**src/hdl/mdu_consts.svh**
```systemverilog
// constants of the multiply/divide unit
`ifndef MDU_CONSTS_SVH
`define MDU_CONSTS_SVH
`define MDU_WORD_W 32
`define MDU_HALF_W 16
`define MDU_SKIP_8 6'h17
`define MDU_SKIP_16 6'h0F
`define MDU_SKIP_24 6'h07
`define MDU_SKIP_32 6'h00
`define MDU_DIV_LAT_8 6'h0C
`define MDU_DIV_LAT_16 6'h13
`define MDU_DIV_LAT_24 6'h1A
`define MDU_DIV_LAT_32 6'h21
`define MDU_ACC_RST 32'h00000000
`endif

```
**src/hdl/mdu_pkg.sv**
```systemverilog
// types of the multiply/divide unit
`include "mdu_consts.svh"
package mdu_pkg;
  typedef logic [`MDU_WORD_W-1:0] mdu_word_t;
  typedef enum logic [2:0] {
    product_to_acc_op = 3'h0,
    acc_plus_product_op = 3'h1,
    acc_minus_product_op = 3'h2,
    product_to_gpr_op = 3'h3,
    quotient_op = 3'h4,
    move_from_top_op = 3'h5,
    move_from_bottom_op = 3'h6
  } mdu_op_t;
  typedef struct packed {
    mdu_op_t op;
    logic is_signed;
    mdu_word_t source_a_operand;
    mdu_word_t source_b_operand;
  } mdu_issue_t;
  typedef enum logic [1:0] {
    DIV_IDLE = 2'h0,
    DIV_PAD = 2'h1,
    DIV_ITER = 2'h3
  } mdu_div_state_t;
  typedef enum logic {
    MUL_PASS1 = 1'h0,
    MUL_PASS2 = 1'h1
  } mdu_mul_state_t;
endpackage

```
**src/hdl/mdu_unit.sv**
```systemverilog
// multiply/divide unit beside the integer pipeline
`timescale 1ns/1ps
`default_nettype none
module mdu_unit
  import mdu_pkg::*;
(
  // clock and reset
  input wire logic clock,
  input wire logic sys_rst,
  // issue from the integer pipeline
  input wire logic issue_valid,
  input wire mdu_issue_t issue_cmd,
  output logic issue_stall,
  // results
  output logic [`MDU_WORD_W-1:0] acc_top_word,
  output logic [`MDU_WORD_W-1:0] acc_bottom_word,
  output logic gpr_valid,
  output logic [`MDU_WORD_W-1:0] gpr_data,
  output logic div_busy
);

  // ****************************************
  // decode helpers
  // ****************************************
  // true when bits n and up are copies of bit n-1 when signed, or all zero when unsigned
  function automatic logic ext_fits(input mdu_word_t v, input logic sgn,
                                    input int unsigned n);
    mdu_word_t mask;
    logic fill;
    mask = '1;
    mask = mask << n;
    fill = sgn & v[n-1];
    ext_fits = ((v & mask) == (fill ? mask : '0));
  endfunction

  logic accept;
  logic is_mul;
  logic b_short;
  mdu_issue_t mcmd;
  mdu_word_t a_in;
  mdu_word_t b_in;
  logic sgn;

  assign a_in = issue_cmd.source_a_operand;
  assign b_in = issue_cmd.source_b_operand;
  assign sgn = issue_cmd.is_signed;
  assign accept = issue_valid & ~issue_stall;
  assign is_mul = issue_cmd.op inside {product_to_acc_op, acc_plus_product_op,
                                       acc_minus_product_op, product_to_gpr_op};
  assign b_short = ext_fits(b_in, sgn, `MDU_HALF_W);

  // ****************************************
  // state declarations
  // ****************************************
  mdu_mul_state_t mul_state_reg, mul_state_next;
  mdu_issue_t hold_reg, hold_next;
  logic [63:0] part_reg, part_next;
  logic [63:0] acc_reg, acc_next;
  logic stage_valid_reg, stage_valid_next;
  mdu_word_t stage_data_reg, stage_data_next;
  logic gpr_valid_reg, gpr_valid_next;
  mdu_word_t gpr_data_reg, gpr_data_next;
  mdu_div_state_t div_state_reg, div_state_next;
  logic [5:0] div_cnt_reg, div_cnt_next;
  logic [5:0] div_iter_reg, div_iter_next;
  mdu_word_t rem_reg, rem_next;
  mdu_word_t quo_reg, quo_next;
  mdu_word_t dvs_reg, dvs_next;
  logic neg_q_reg, neg_q_next;
  logic neg_r_reg, neg_r_next;

  // ****************************************
  // 32x16 multiplier array
  // ****************************************
  logic signed [32:0] m_a;
  logic signed [16:0] m_b;
  logic signed [49:0] m_prod;
  logic [63:0] prod64;
  logic [63:0] mul_final;
  logic pass2;
  logic mul_done;

  assign pass2 = (mul_state_reg == MUL_PASS2);
  assign mcmd = pass2 ? hold_reg : issue_cmd;

  always_comb begin
    // operands widened by one bit so unsigned values stay positive
    m_a = {mcmd.is_signed & mcmd.source_a_operand[31],
           mcmd.source_a_operand};
    if (pass2) begin
      m_b = {mcmd.is_signed & mcmd.source_b_operand[31],
             mcmd.source_b_operand[31:16]};
    end else if (b_short) begin
      m_b = {sgn & b_in[15], b_in[15:0]};
    end else begin
      m_b = {1'b0, b_in[15:0]};
    end
    m_prod = m_a * m_b;
    prod64 = {{14{m_prod[49]}}, m_prod};
    mul_final = pass2 ? (part_reg + {prod64[47:0], 16'h0000}) : prod64;
  end

  // a product is complete after one pass when b is short, else two
  assign mul_done = pass2 | (accept & is_mul & b_short);

  // ****************************************
  // issue interlocks
  // ****************************************
  logic div_last;
  logic div_block;
  logic move_op;

  assign div_busy = (div_state_reg != DIV_IDLE);
  assign div_last = (div_state_reg == DIV_ITER) && (div_cnt_reg == 6'h01);
  assign move_op = issue_cmd.op inside {move_from_top_op, move_from_bottom_op};
  // a divide may follow a divide in its final cycle, nothing else may
  assign div_block = div_busy &
                     ~(div_last & (issue_cmd.op == quotient_op));
  // second pass holds the array, so every issue waits one cycle
  assign issue_stall = issue_valid & (pass2 | div_block |
                       (move_op & stage_valid_reg));

  // ****************************************
  // multiply and accumulator control
  // ****************************************
  logic [5:0] skip;
  logic [5:0] lat;
  logic [5:0] iter;
  mdu_word_t mag_a;
  mdu_word_t mag_b;
  logic [33:0] trial;
  mdu_word_t q_step;
  mdu_word_t r_step;

  always_comb begin
    mul_state_next = MUL_PASS1;
    hold_next = hold_reg;
    part_next = part_reg;
    acc_next = acc_reg;
    stage_valid_next = 1'b0;
    stage_data_next = stage_data_reg;
    gpr_valid_next = 1'b0;
    gpr_data_next = gpr_data_reg;
    if (accept && is_mul && !b_short) begin
      mul_state_next = MUL_PASS2;
      hold_next = issue_cmd;
      part_next = prod64;
    end
    if (mul_done) begin
      unique case (mcmd.op)
        acc_plus_product_op: acc_next = acc_reg + mul_final;
        acc_minus_product_op: acc_next = acc_reg - mul_final;
        product_to_gpr_op: begin
          // the extra stage gives latency 2 or 3
          stage_valid_next = 1'b1;
          stage_data_next = mul_final[31:0];
        end
        default: acc_next = mul_final;
      endcase
    end
    if (div_last) begin
      acc_next = {neg_r_reg ? -r_step : r_step,
                  neg_q_reg ? -q_step : q_step};
    end
    if (stage_valid_reg) begin
      gpr_valid_next = 1'b1;
      gpr_data_next = stage_data_reg;
    end else if (accept && move_op) begin
      gpr_valid_next = 1'b1;
      gpr_data_next = (issue_cmd.op == move_from_top_op) ?
                      acc_reg[63:32] : acc_reg[31:0];
    end
  end

  // ****************************************
  // iterative divider
  // ****************************************
  always_comb begin
    // magnitudes; signs are put back when the result is written
    mag_a = (sgn & a_in[31]) ? -a_in : a_in;
    mag_b = (sgn & b_in[31]) ? -b_in : b_in;
    if (ext_fits(a_in, sgn, 8)) begin
      skip = `MDU_SKIP_8;
      lat = `MDU_DIV_LAT_8;
    end else if (ext_fits(a_in, sgn, 16)) begin
      skip = `MDU_SKIP_16;
      lat = `MDU_DIV_LAT_16;
    end else if (ext_fits(a_in, sgn, 24)) begin
      skip = `MDU_SKIP_24;
      lat = `MDU_DIV_LAT_24;
    end else begin
      skip = `MDU_SKIP_32;
      lat = `MDU_DIV_LAT_32;
    end
    iter = 6'h20 - skip;
    // one restoring step: one quotient bit
    trial = {1'b0, rem_reg, quo_reg[31]} - {2'h0, dvs_reg};
    r_step = trial[33] ? {rem_reg[30:0], quo_reg[31]} : trial[31:0];
    q_step = {quo_reg[30:0], ~trial[33]};
    div_state_next = div_state_reg;
    div_cnt_next = div_cnt_reg;
    div_iter_next = div_iter_reg;
    rem_next = rem_reg;
    quo_next = quo_reg;
    dvs_next = dvs_reg;
    neg_q_next = neg_q_reg;
    neg_r_next = neg_r_reg;
    unique case (div_state_reg)
      DIV_PAD: begin
        div_cnt_next = div_cnt_reg - 6'h01;
        if (div_cnt_reg == 6'h01) begin
          div_state_next = DIV_ITER;
          div_cnt_next = div_iter_reg;
        end
      end
      DIV_ITER: begin
        rem_next = r_step;
        quo_next = q_step;
        div_cnt_next = div_cnt_reg - 6'h01;
        if (div_last) begin
          div_state_next = DIV_IDLE;
        end
      end
      default: ;
    endcase
    if (accept && issue_cmd.op == quotient_op) begin
      // padding makes the overall latency match the size class
      div_iter_next = iter;
      rem_next = '0;
      quo_next = mag_a << skip;
      dvs_next = mag_b;
      neg_q_next = sgn & (a_in[31] ^ b_in[31]);
      neg_r_next = sgn & a_in[31];
      if (lat - 6'h01 == iter) begin
        div_state_next = DIV_ITER;
        div_cnt_next = iter;
      end else begin
        div_state_next = DIV_PAD;
        div_cnt_next = lat - 6'h01 - iter;
      end
    end
  end

  // ****************************************
  // registers
  // ****************************************
  // no stall input: work in flight moves on while the pipeline waits
  always_ff @(posedge clock) begin
    if (sys_rst) begin
      mul_state_reg <= MUL_PASS1;
      hold_reg <= '0;
      part_reg <= '0;
      acc_reg <= {`MDU_ACC_RST, `MDU_ACC_RST};
      stage_valid_reg <= 1'b0;
      stage_data_reg <= '0;
      gpr_valid_reg <= 1'b0;
      gpr_data_reg <= '0;
      div_state_reg <= DIV_IDLE;
      div_cnt_reg <= 6'h00;
      div_iter_reg <= 6'h00;
      rem_reg <= '0;
      quo_reg <= '0;
      dvs_reg <= '0;
      neg_q_reg <= 1'b0;
      neg_r_reg <= 1'b0;
    end else begin
      mul_state_reg <= mul_state_next;
      hold_reg <= hold_next;
      part_reg <= part_next;
      acc_reg <= acc_next;
      stage_valid_reg <= stage_valid_next;
      stage_data_reg <= stage_data_next;
      gpr_valid_reg <= gpr_valid_next;
      gpr_data_reg <= gpr_data_next;
      div_state_reg <= div_state_next;
      div_cnt_reg <= div_cnt_next;
      div_iter_reg <= div_iter_next;
      rem_reg <= rem_next;
      quo_reg <= quo_next;
      dvs_reg <= dvs_next;
      neg_q_reg <= neg_q_next;
      neg_r_reg <= neg_r_next;
    end
  end

  assign acc_top_word = acc_reg[63:32];
  assign acc_bottom_word = acc_reg[31:0];
  assign gpr_valid = gpr_valid_reg;
  assign gpr_data = gpr_data_reg;

  // ****************************************
  // assertions
  // ****************************************
  mul_back_stall_a: assert property (@(posedge clock) disable iff (sys_rst)
    accept && is_mul && !b_short |=> (issue_valid |-> issue_stall))
    else $error("32x32 multiply not interlocked");
  short_issue_a: assert property (@(posedge clock) disable iff (sys_rst)
    issue_valid && is_mul && b_short && !pass2 && !div_busy |-> !issue_stall)
    else $error("short multiply stalled");
  acc_short_a: assert property (@(posedge clock) disable iff (sys_rst)
    accept && issue_cmd.op == product_to_acc_op && b_short
    |=> {acc_top_word, acc_bottom_word} == $past(prod64))
    else $error("short multiply result late or wrong");
  madd_sum_a: assert property (@(posedge clock) disable iff (sys_rst)
    accept && issue_cmd.op == acc_plus_product_op && b_short
    |=> acc_reg == $past(acc_reg) + $past(prod64))
    else $error("accumulate-add result wrong");
  gpr_short_a: assert property (@(posedge clock) disable iff (sys_rst)
    accept && issue_cmd.op == product_to_gpr_op && b_short
    |-> ##1 stage_valid_reg ##1 gpr_valid)
    else $error("multiply-to-register latency not 2");
  gpr_long_a: assert property (@(posedge clock) disable iff (sys_rst)
    accept && issue_cmd.op == product_to_gpr_op && !b_short
    |-> ##2 !gpr_valid ##1 gpr_valid)
    else $error("multiply-to-register latency not 3");
  div_stall_a: assert property (@(posedge clock) disable iff (sys_rst)
    div_busy && issue_valid && issue_cmd.op != quotient_op |-> issue_stall)
    else $error("issue taken during divide");
  div_byte_a: assert property (@(posedge clock) disable iff (sys_rst)
    accept && issue_cmd.op == quotient_op && ext_fits(a_in, sgn, 8)
    |-> ##1 div_busy ##10 div_last)
    else $error("8-bit divide latency not 12");
  div_step_a: assert property (@(posedge clock) disable iff (sys_rst)
    div_state_reg == DIV_ITER && div_cnt_reg > 6'h01
    |=> div_state_reg == DIV_ITER && div_cnt_reg == $past(div_cnt_reg) - 6'h01)
    else $error("divide step skipped");

endmodule
`default_nettype wire

```
**config.mk**
```make
export PLATFORM = sky130hd
export DESIGN_NAME = mdu_unit
export DESIGN_NICKNAME = d
export VERILOG_FILES = /design/src/hdl/mdu_pkg.sv /design/src/hdl/mdu_unit.sv
export VERILOG_INCLUDE_DIRS = /design/src /design/src/hdl
export SDC_FILE = /design/constraint.sdc
export NUM_CORES = 2
export LEC_CHECK = 0
export ABC_AREA = 1
export BUFFER_PORTS_ARGS = -buffer_cell sky130_fd_sc_hd__buf_2
export CAP_MARGIN = 5
export CORE_ASPECT_RATIO = 0.8
export CORE_MARGIN = 2
export CORE_UTILIZATION = 32
export DETAILED_ROUTE_END_ITERATION = 7
export PLACE_DENSITY_LB_ADDON = 0.2
export SYNTH_ARGS = -nofsm -noshare
export SYNTH_HDL_FRONTEND = slang
export SYNTH_SLANG_ARGS = --single-unit
```
**constraint.sdc**
```tcl
create_clock -name clock -period 10.6 [get_ports clock]
set_input_delay 1.59 -clock clock [delete_from_list [all_inputs] [get_ports clock]]
set_output_delay 1.59 -clock clock [all_outputs]
set_load 0.01 [all_outputs]
```
* Yosys cells after proc, flatten, opt, wreduce, memory -nomap -nowiden
Cells that the tools add are included.
** Cells by class
- $add $sub $neg :: 12
- Multipliers :: 1
- Equality and inequality tests :: 20
- Shift-type cells :: 1
- Muxes and demuxes :: 40
- Bitwise gates (word level) :: 24
- Reductions and logical operators :: 19
** Operator list (number)
- $mux W32 :: 14
- $mux W64 :: 3
- $pmux W64 S3 :: 1
- $add A64 B64 Y64 :: 2
- $eq A32 B32 Y1 :: 4
- $neg A32 Y32 :: 4
- $mux W68 :: 1
- $sub A64 B64 Y64 :: 1
- $mul A33 B17 Y50 :: 1
- $mux W6 :: 6
- $mux W17 :: 2
- $sub A33 B32 Y34 :: 1
- $shl A32 B6 Y32 :: 1
- $and A1 B1 Y1 :: 16
- $eq A3 B2 Y1 const B :: 4
- $pmux W6 S2 :: 1
- $sub A6 B1 Y6 const B :: 2
- $reduce_bool A2 Y1 :: 5
- $eq A3 B3 Y1 const B :: 3
- $mux W2 :: 4
- $eq A3 B1 Y1 const B :: 2
- $eq A6 B1 Y1 const B :: 1
- $eq A6 B6 Y1 :: 1
- $sub A6 B6 Y6 :: 1
- other kinds (22) :: 36
** Storage, ports and cells
- Register bits after elaboration :: 361
- Input bits :: 71
- Output and inout bits :: 99
- Word-level logic and storage cells :: 136

* Logic depth before layout (Yosys ltp)
- Depth after elaboration :: 15
- Depth in mapped cells :: 78
- Depth with buffers taken out :: 71

* Least setup slack after synthesis
No wires, ideal clock.
- Path type :: input to register
- Start point :: in issue_cmd[64] in the netlist's numbering
- End point :: reg acc_reg[63]
- Setup time :: 0.132 ns
- Arrival :: 11.305 ns
- Data required time :: 10.468 ns
- Path slack :: -0.837 ns
- Cell stages on the path :: 64
- Buffers on the path :: 2
- Path through :: clkbuf_1 nand2_1 inv_1 nand3_1 nor3_1 nand4_1 o41ai_1 nand3_1 nand2_1 inv_1 clkbuf_1 nor2_1 fa_1 inv_1 fa_1 fa_1 fa_1 fa_1 (+28 left out) nand2_1 xor2_1 a21oi_1 ha_1 a21oi_1 inv_1 a31oi_1 nor2_1 a2111oi_0 o211a_1 a21o_1 nand2_1 nand3_1 nand3_1 nand2_1 nand3_1 nand2_1 a21oi_1
** Between the ends
- Cells in the longest elaborated chain, start to end :: 12
- Elaborated cells on any way between the ends :: 20
- Classes of those cells :: add/sub: 3; mul: 1; eq/ne: 1; mux: 8; bitwise: 5; reduce/logical: 2
** Ends and longest elaborated chain
- from (decl) :: RTL line mdu_unit.sv:12 : input wire mdu_issue_t issue_cmd,
- $and A1 B1 Y1 :: RTL line mdu_unit.sv:32, mdu_unit.sv:94
- $mux W32 :: RTL line mdu_unit.sv:33 : ext_fits = ((v & mask) == (fill ? mask : '0));
- $eq A32 B32 Y1 :: RTL line mdu_unit.sv:33
- $mux W17 :: RTL line mdu_unit.sv:93 : end else if (b_short) begin
- $mux W17 :: RTL line mdu_unit.sv:90 : if (pass2) begin
- $mul A33 B17 Y50 * :: RTL line mdu_unit.sv:98 : m_prod = m_a * m_b;
- via m_prod[34] :: RTL line mdu_unit.sv:77 : logic signed [49:0] m_prod;
- $add A64 B64 Y64 :: RTL line mdu_unit.sv:100 : mul_final = pass2 ? (part_reg + {prod64[47:0], 16'h0000}) : prod64;
- $mux W64 * :: RTL line mdu_unit.sv:100
- $sub A64 B64 Y64 / $add A64 B64 Y64 (equally long branches) :: RTL line mdu_unit.sv:152, mdu_unit.sv:151
- $pmux W64 S3 * :: RTL line mdu_unit.sv:150 : unique case (mcmd.op)
- $mux W64 * :: RTL line mdu_unit.sv:149 : if (mul_done) begin
- $mux W64 * :: RTL line mdu_unit.sv:161 : if (div_last) begin
- to (signal assigned) :: RTL line mdu_unit.sv:253 : acc_reg <= {`MDU_ACC_RST, `MDU_ACC_RST};
- to (signal assigned) :: RTL line mdu_unit.sv:270 : acc_reg <= acc_next;
- to (decl) :: RTL line mdu_unit.sv:58 : logic [63:0] acc_reg, acc_next;
The timed path passes the listed nets; every way through them passes the cells marked *. The select of a mux whose other input is x is not followed.
A chain may end at the register's enable or synchronous reset.

* Worst setup path after layout
- Start point :: in issue_cmd[30] in the netlist's numbering
- End point :: reg acc_reg[63]
** Between the ends
- Cells in the longest elaborated chain, start to end :: 10
- Elaborated cells on any way between the ends :: 16
- Classes of those cells :: add/sub: 3; mul: 1; eq/ne: 1; mux: 7; bitwise: 2; reduce/logical: 2
** Ends and longest elaborated chain (RTL line)
- $eq A32 B32 Y1 :: mdu_unit.sv:33
- $mux W17 :: mdu_unit.sv:93
- $mux W17 * :: mdu_unit.sv:90
- $mul A33 B17 Y50 * :: mdu_unit.sv:98
- via m_prod[29] :: mdu_unit.sv:77
- $add A64 B64 Y64 :: mdu_unit.sv:100
- $mux W64 * :: mdu_unit.sv:100
- $sub A64 B64 Y64 / $add A64 B64 Y64 (equally long branches) :: mdu_unit.sv:152, mdu_unit.sv:151
- $pmux W64 S3 * :: mdu_unit.sv:150
- $mux W64 * :: mdu_unit.sv:149
- $mux W64 * :: mdu_unit.sv:161
Marks and branches as above.

==> flow_summary_export.csv <==
group,metric,value,unit
synth,synth_compound_area_share,16.0,%
setup_path,cp_top_family,"simple AND/OR/NAND/NOR gates",
clocking,tritoncts,"yes",
layout,instances_no_fill,11100,
synth,synth_simple_gate_area_share,25.5,%
place,io_buffers,169,
layout,fin_util,43.4,%
synth,synth-seq-cells,343,
synth,synthAdderAreaFrac,27.9,%
layout,layout_commonest_cell,"nand2_1",
synth,synth.area.top_cells,"fa_1 (21%), dfxtp_1 (14%), nand2_1 (12%), inv_1 (10%), ha_1 (6.6%)",
setup_path,endpoint_kind,"register",
route,ant_nets,0,
hold_path,min_path_type,"register to register",
timing,finalMaxSlewViolations,0,
synth,syn_inst,7636,
timing,period_share,110,%
layout,syn2layout_area_growth,34.8,%
synth,synth_top_family_by_area,"adder cells",
synth,synth_top_cell_area_share,21.3,%
timing,clock.fmax,86.0,MHz
synth,synthFlopType,"dfxtp_1",
timing,hold_viol,0,
setup_path,crit_top_cell,"nand2_1",
timing,hold_slack,442,ps
route,drc_errors,0,
place,place_hpwl,197000,µm
clocking,path_clk_slew,60,ps
global_route,grt_pass1_wl,349000,µm
setup_path,crit_fanout,7,
global_route,grt_max_degree,94,
layout,largest_reg_flops,64,
layout,drive_above_1_share,26.3,%
clocking,cts_root_buf,"clkbuf_16",
route,wl_per_cell,21.0,µm
synth,synthArstFlopShare,0,%
die,die_h,360,µm
synth,synth_mux_area_share,0.0988,%
synth,synth.distinct_cells,74,
run_status,violations,"setup timing",
clocking,numClockSinks,343,
die,std_cell_rows,130,
die,core,157000,µm²
layout,fin_nets,9821,
clocking,clock_latency,610,ps
synth,synth_top_area_cell,"fa_1",
global_route,grt_pass1_vias,53962,
timing,rsz0062_at_grt,"true",
die,ioPinCount,170,
route,drt_first_iter_violations,5437,
setup_path,cp.arrival,12090,ps
timing,maxSlewHeadroom,19.4,%
layout,final_cell_mix,"nand2_1 (1,515), inv_1 (1,361), buf_4 (1,313)",
setup_path,startpoint,"issue_cmd[30]",
timing,skew,20.0,ps
die,start_util,32.2,%
die,die_x,449,µm
setup_path,start_kind,"primary input",
run_status,status,"finished, violations left",
synth,yosys_warnings,0,
setup_path,criticalPathCategory,"primary input to register",
run,max-cap-violations,0,
place,placed_cells,10950,
synth,avgSynthCellArea,6.63,µm²
setup_path,worstReg2RegStart,"mul_state_reg$_SDFF_PP0_",
clocking,htree_levels,2,
global_route,grt_overflow,0,
place,place_area,64100,µm²
timing,min_period,11630,ps
hold_path,holdCritStartpoint,"hold_reg[67]$_SDFFE_PP0P_",
global_route,antenna_found_initial,12,
setup_path,cp_slowest_cell,"fa_1",
timing,worst_pin_slew,1210,ps
timing,setup_viol,29,
clocking,clk_path_buf_depth,3,
layout,stdcell_area,68300,µm²
setup_path,crit_buf_inv,17,
route,drt_wl_total,233000,µm
route,vias_per_cell,5.02,
synth,syn_area,50600,µm²
global_route,grtUsageTotal,28.3,%
route,drt_first_pass_iters,6,
die,die_area,161000,µm²
place,place_congestion,1.02,
layout,fillers,16792,
setup_path,cpPeakStageDelay,580,ps
clocking,cts-buffers-inserted,41,
synth,synth-edff-count,0,
route,dr_total_vias,55679,
synth,synth-xor-area-share,4.11,%
setup_path,worst_ep_required_time,11060,ps
synth,syn_nets,8514,
timing,fin_ws,-1030,ps
synth,seq_area_frac_synth,13.6,%
[cell type report]
type / instances / area (µm²) / share of cell area [%]
well taps: 2112 / 2640 / 3.87
clock buffers: 55 / 1160 / 1.70
multi-input cells: 5581 / 40200 / 59.0
repair buffers: 1530 / 11700 / 17.1
flip-flops and latches: 343 / 6870 / 10.1
diodes: 15 / 37.5 / 0.0550
clock inverters: 18 / 208 / 0.304
inverters: 1446 / 5450 / 7.98
[per-stage QoR]
step / setup slack, ps / TNS, ps
2_1_floorplan: -290 / -316
3_3_place_gp: -2390 / -55070
3_5_place_dp: -2330 / -54340
4_1_cts: -1030 / -11870
5_1_grt: -1790 / -35930
6_report: -1030 / -16810
[kinds of logic (layout without fill, tap and decap cells)]
family	after synthesis	in the layout
and+or+nand+nor	3096	3096
xor gates and xnor gates	237	237
adders and majority gates	807	807
muxes	5	5
DFF	343	343
buffers and inverters	1712	3049
other	0	15
AOI/OAI and AO/OA	1436	1436
[repair_timing]
action / CTS / global route
hold buffers: 0 / 0
gates cloned: 0 / 0
setup buffers: 50 / 13
resized for setup: 360 / 252
hold endpoints to repair: 0 / 0
setup endpoints to repair: 33 / 40
pin swaps: 83 / 103
[cell usage after synthesis (62+ instances only)]
cell / number
xor2_1: 174
a31oi_1: 96
nor3_1: 62
nand3_1: 238
ha_1: 267
xnor2_1: 62
o211ai_1: 71
inv_1: 1396
nand2_1: 1655
a21oi_1: 524
fa_1: 540
clkbuf_1: 230
dfxtp_1: 343
nor2_1: 864
o21ai_1: 80
o21ai_0: 476
[path summary, 6_finish.rpt]
path | depth (start not counted) | end | slack, ps
worst min register to register | 2 | hold_reg[67]$_SDFFE_PP0P_ | 440
worst max-delay path | 71 | acc_reg[63]$_SDFFE_PP0P_ | -1030
worst min-delay path | 2 | hold_reg[67]$_SDFFE_PP0P_ | 440
worst max register to register | 68 | acc_reg[63]$_SDFFE_PP0P_ | -690
[worst reg2reg max path: cells and delay by family, from the launching register on]
| kind | cells | cell delay [ps] |
|---|---|---|
| AO/OA/AOI/OAI | 6 | 840 |
| AND/OR/NAND/NOR | 36 | 3800 |
| flip-flops | 1 | 350 |
| buffers and inverters | 16 | 2140 |
| XOR/XNOR | 1 | 130 |
| adder cells (fa/ha/maj) | 9 | 3880 |
[layer usage]
| layer | part of all wire [%] | GRT usage [%] |
|---|---|---|
| met1 | 49 | 43.4 |
| met2 | 41 | 41.3 |
| met3 | 8.0 | 4.48 |
| met4 | 2.4 | 5.98 |
| met5 | 0.0056 | 0 |
Power is left out: the tool's default activity adds up to more than one toggle a clock period on the data nets, which glitch-free logic cannot reach.
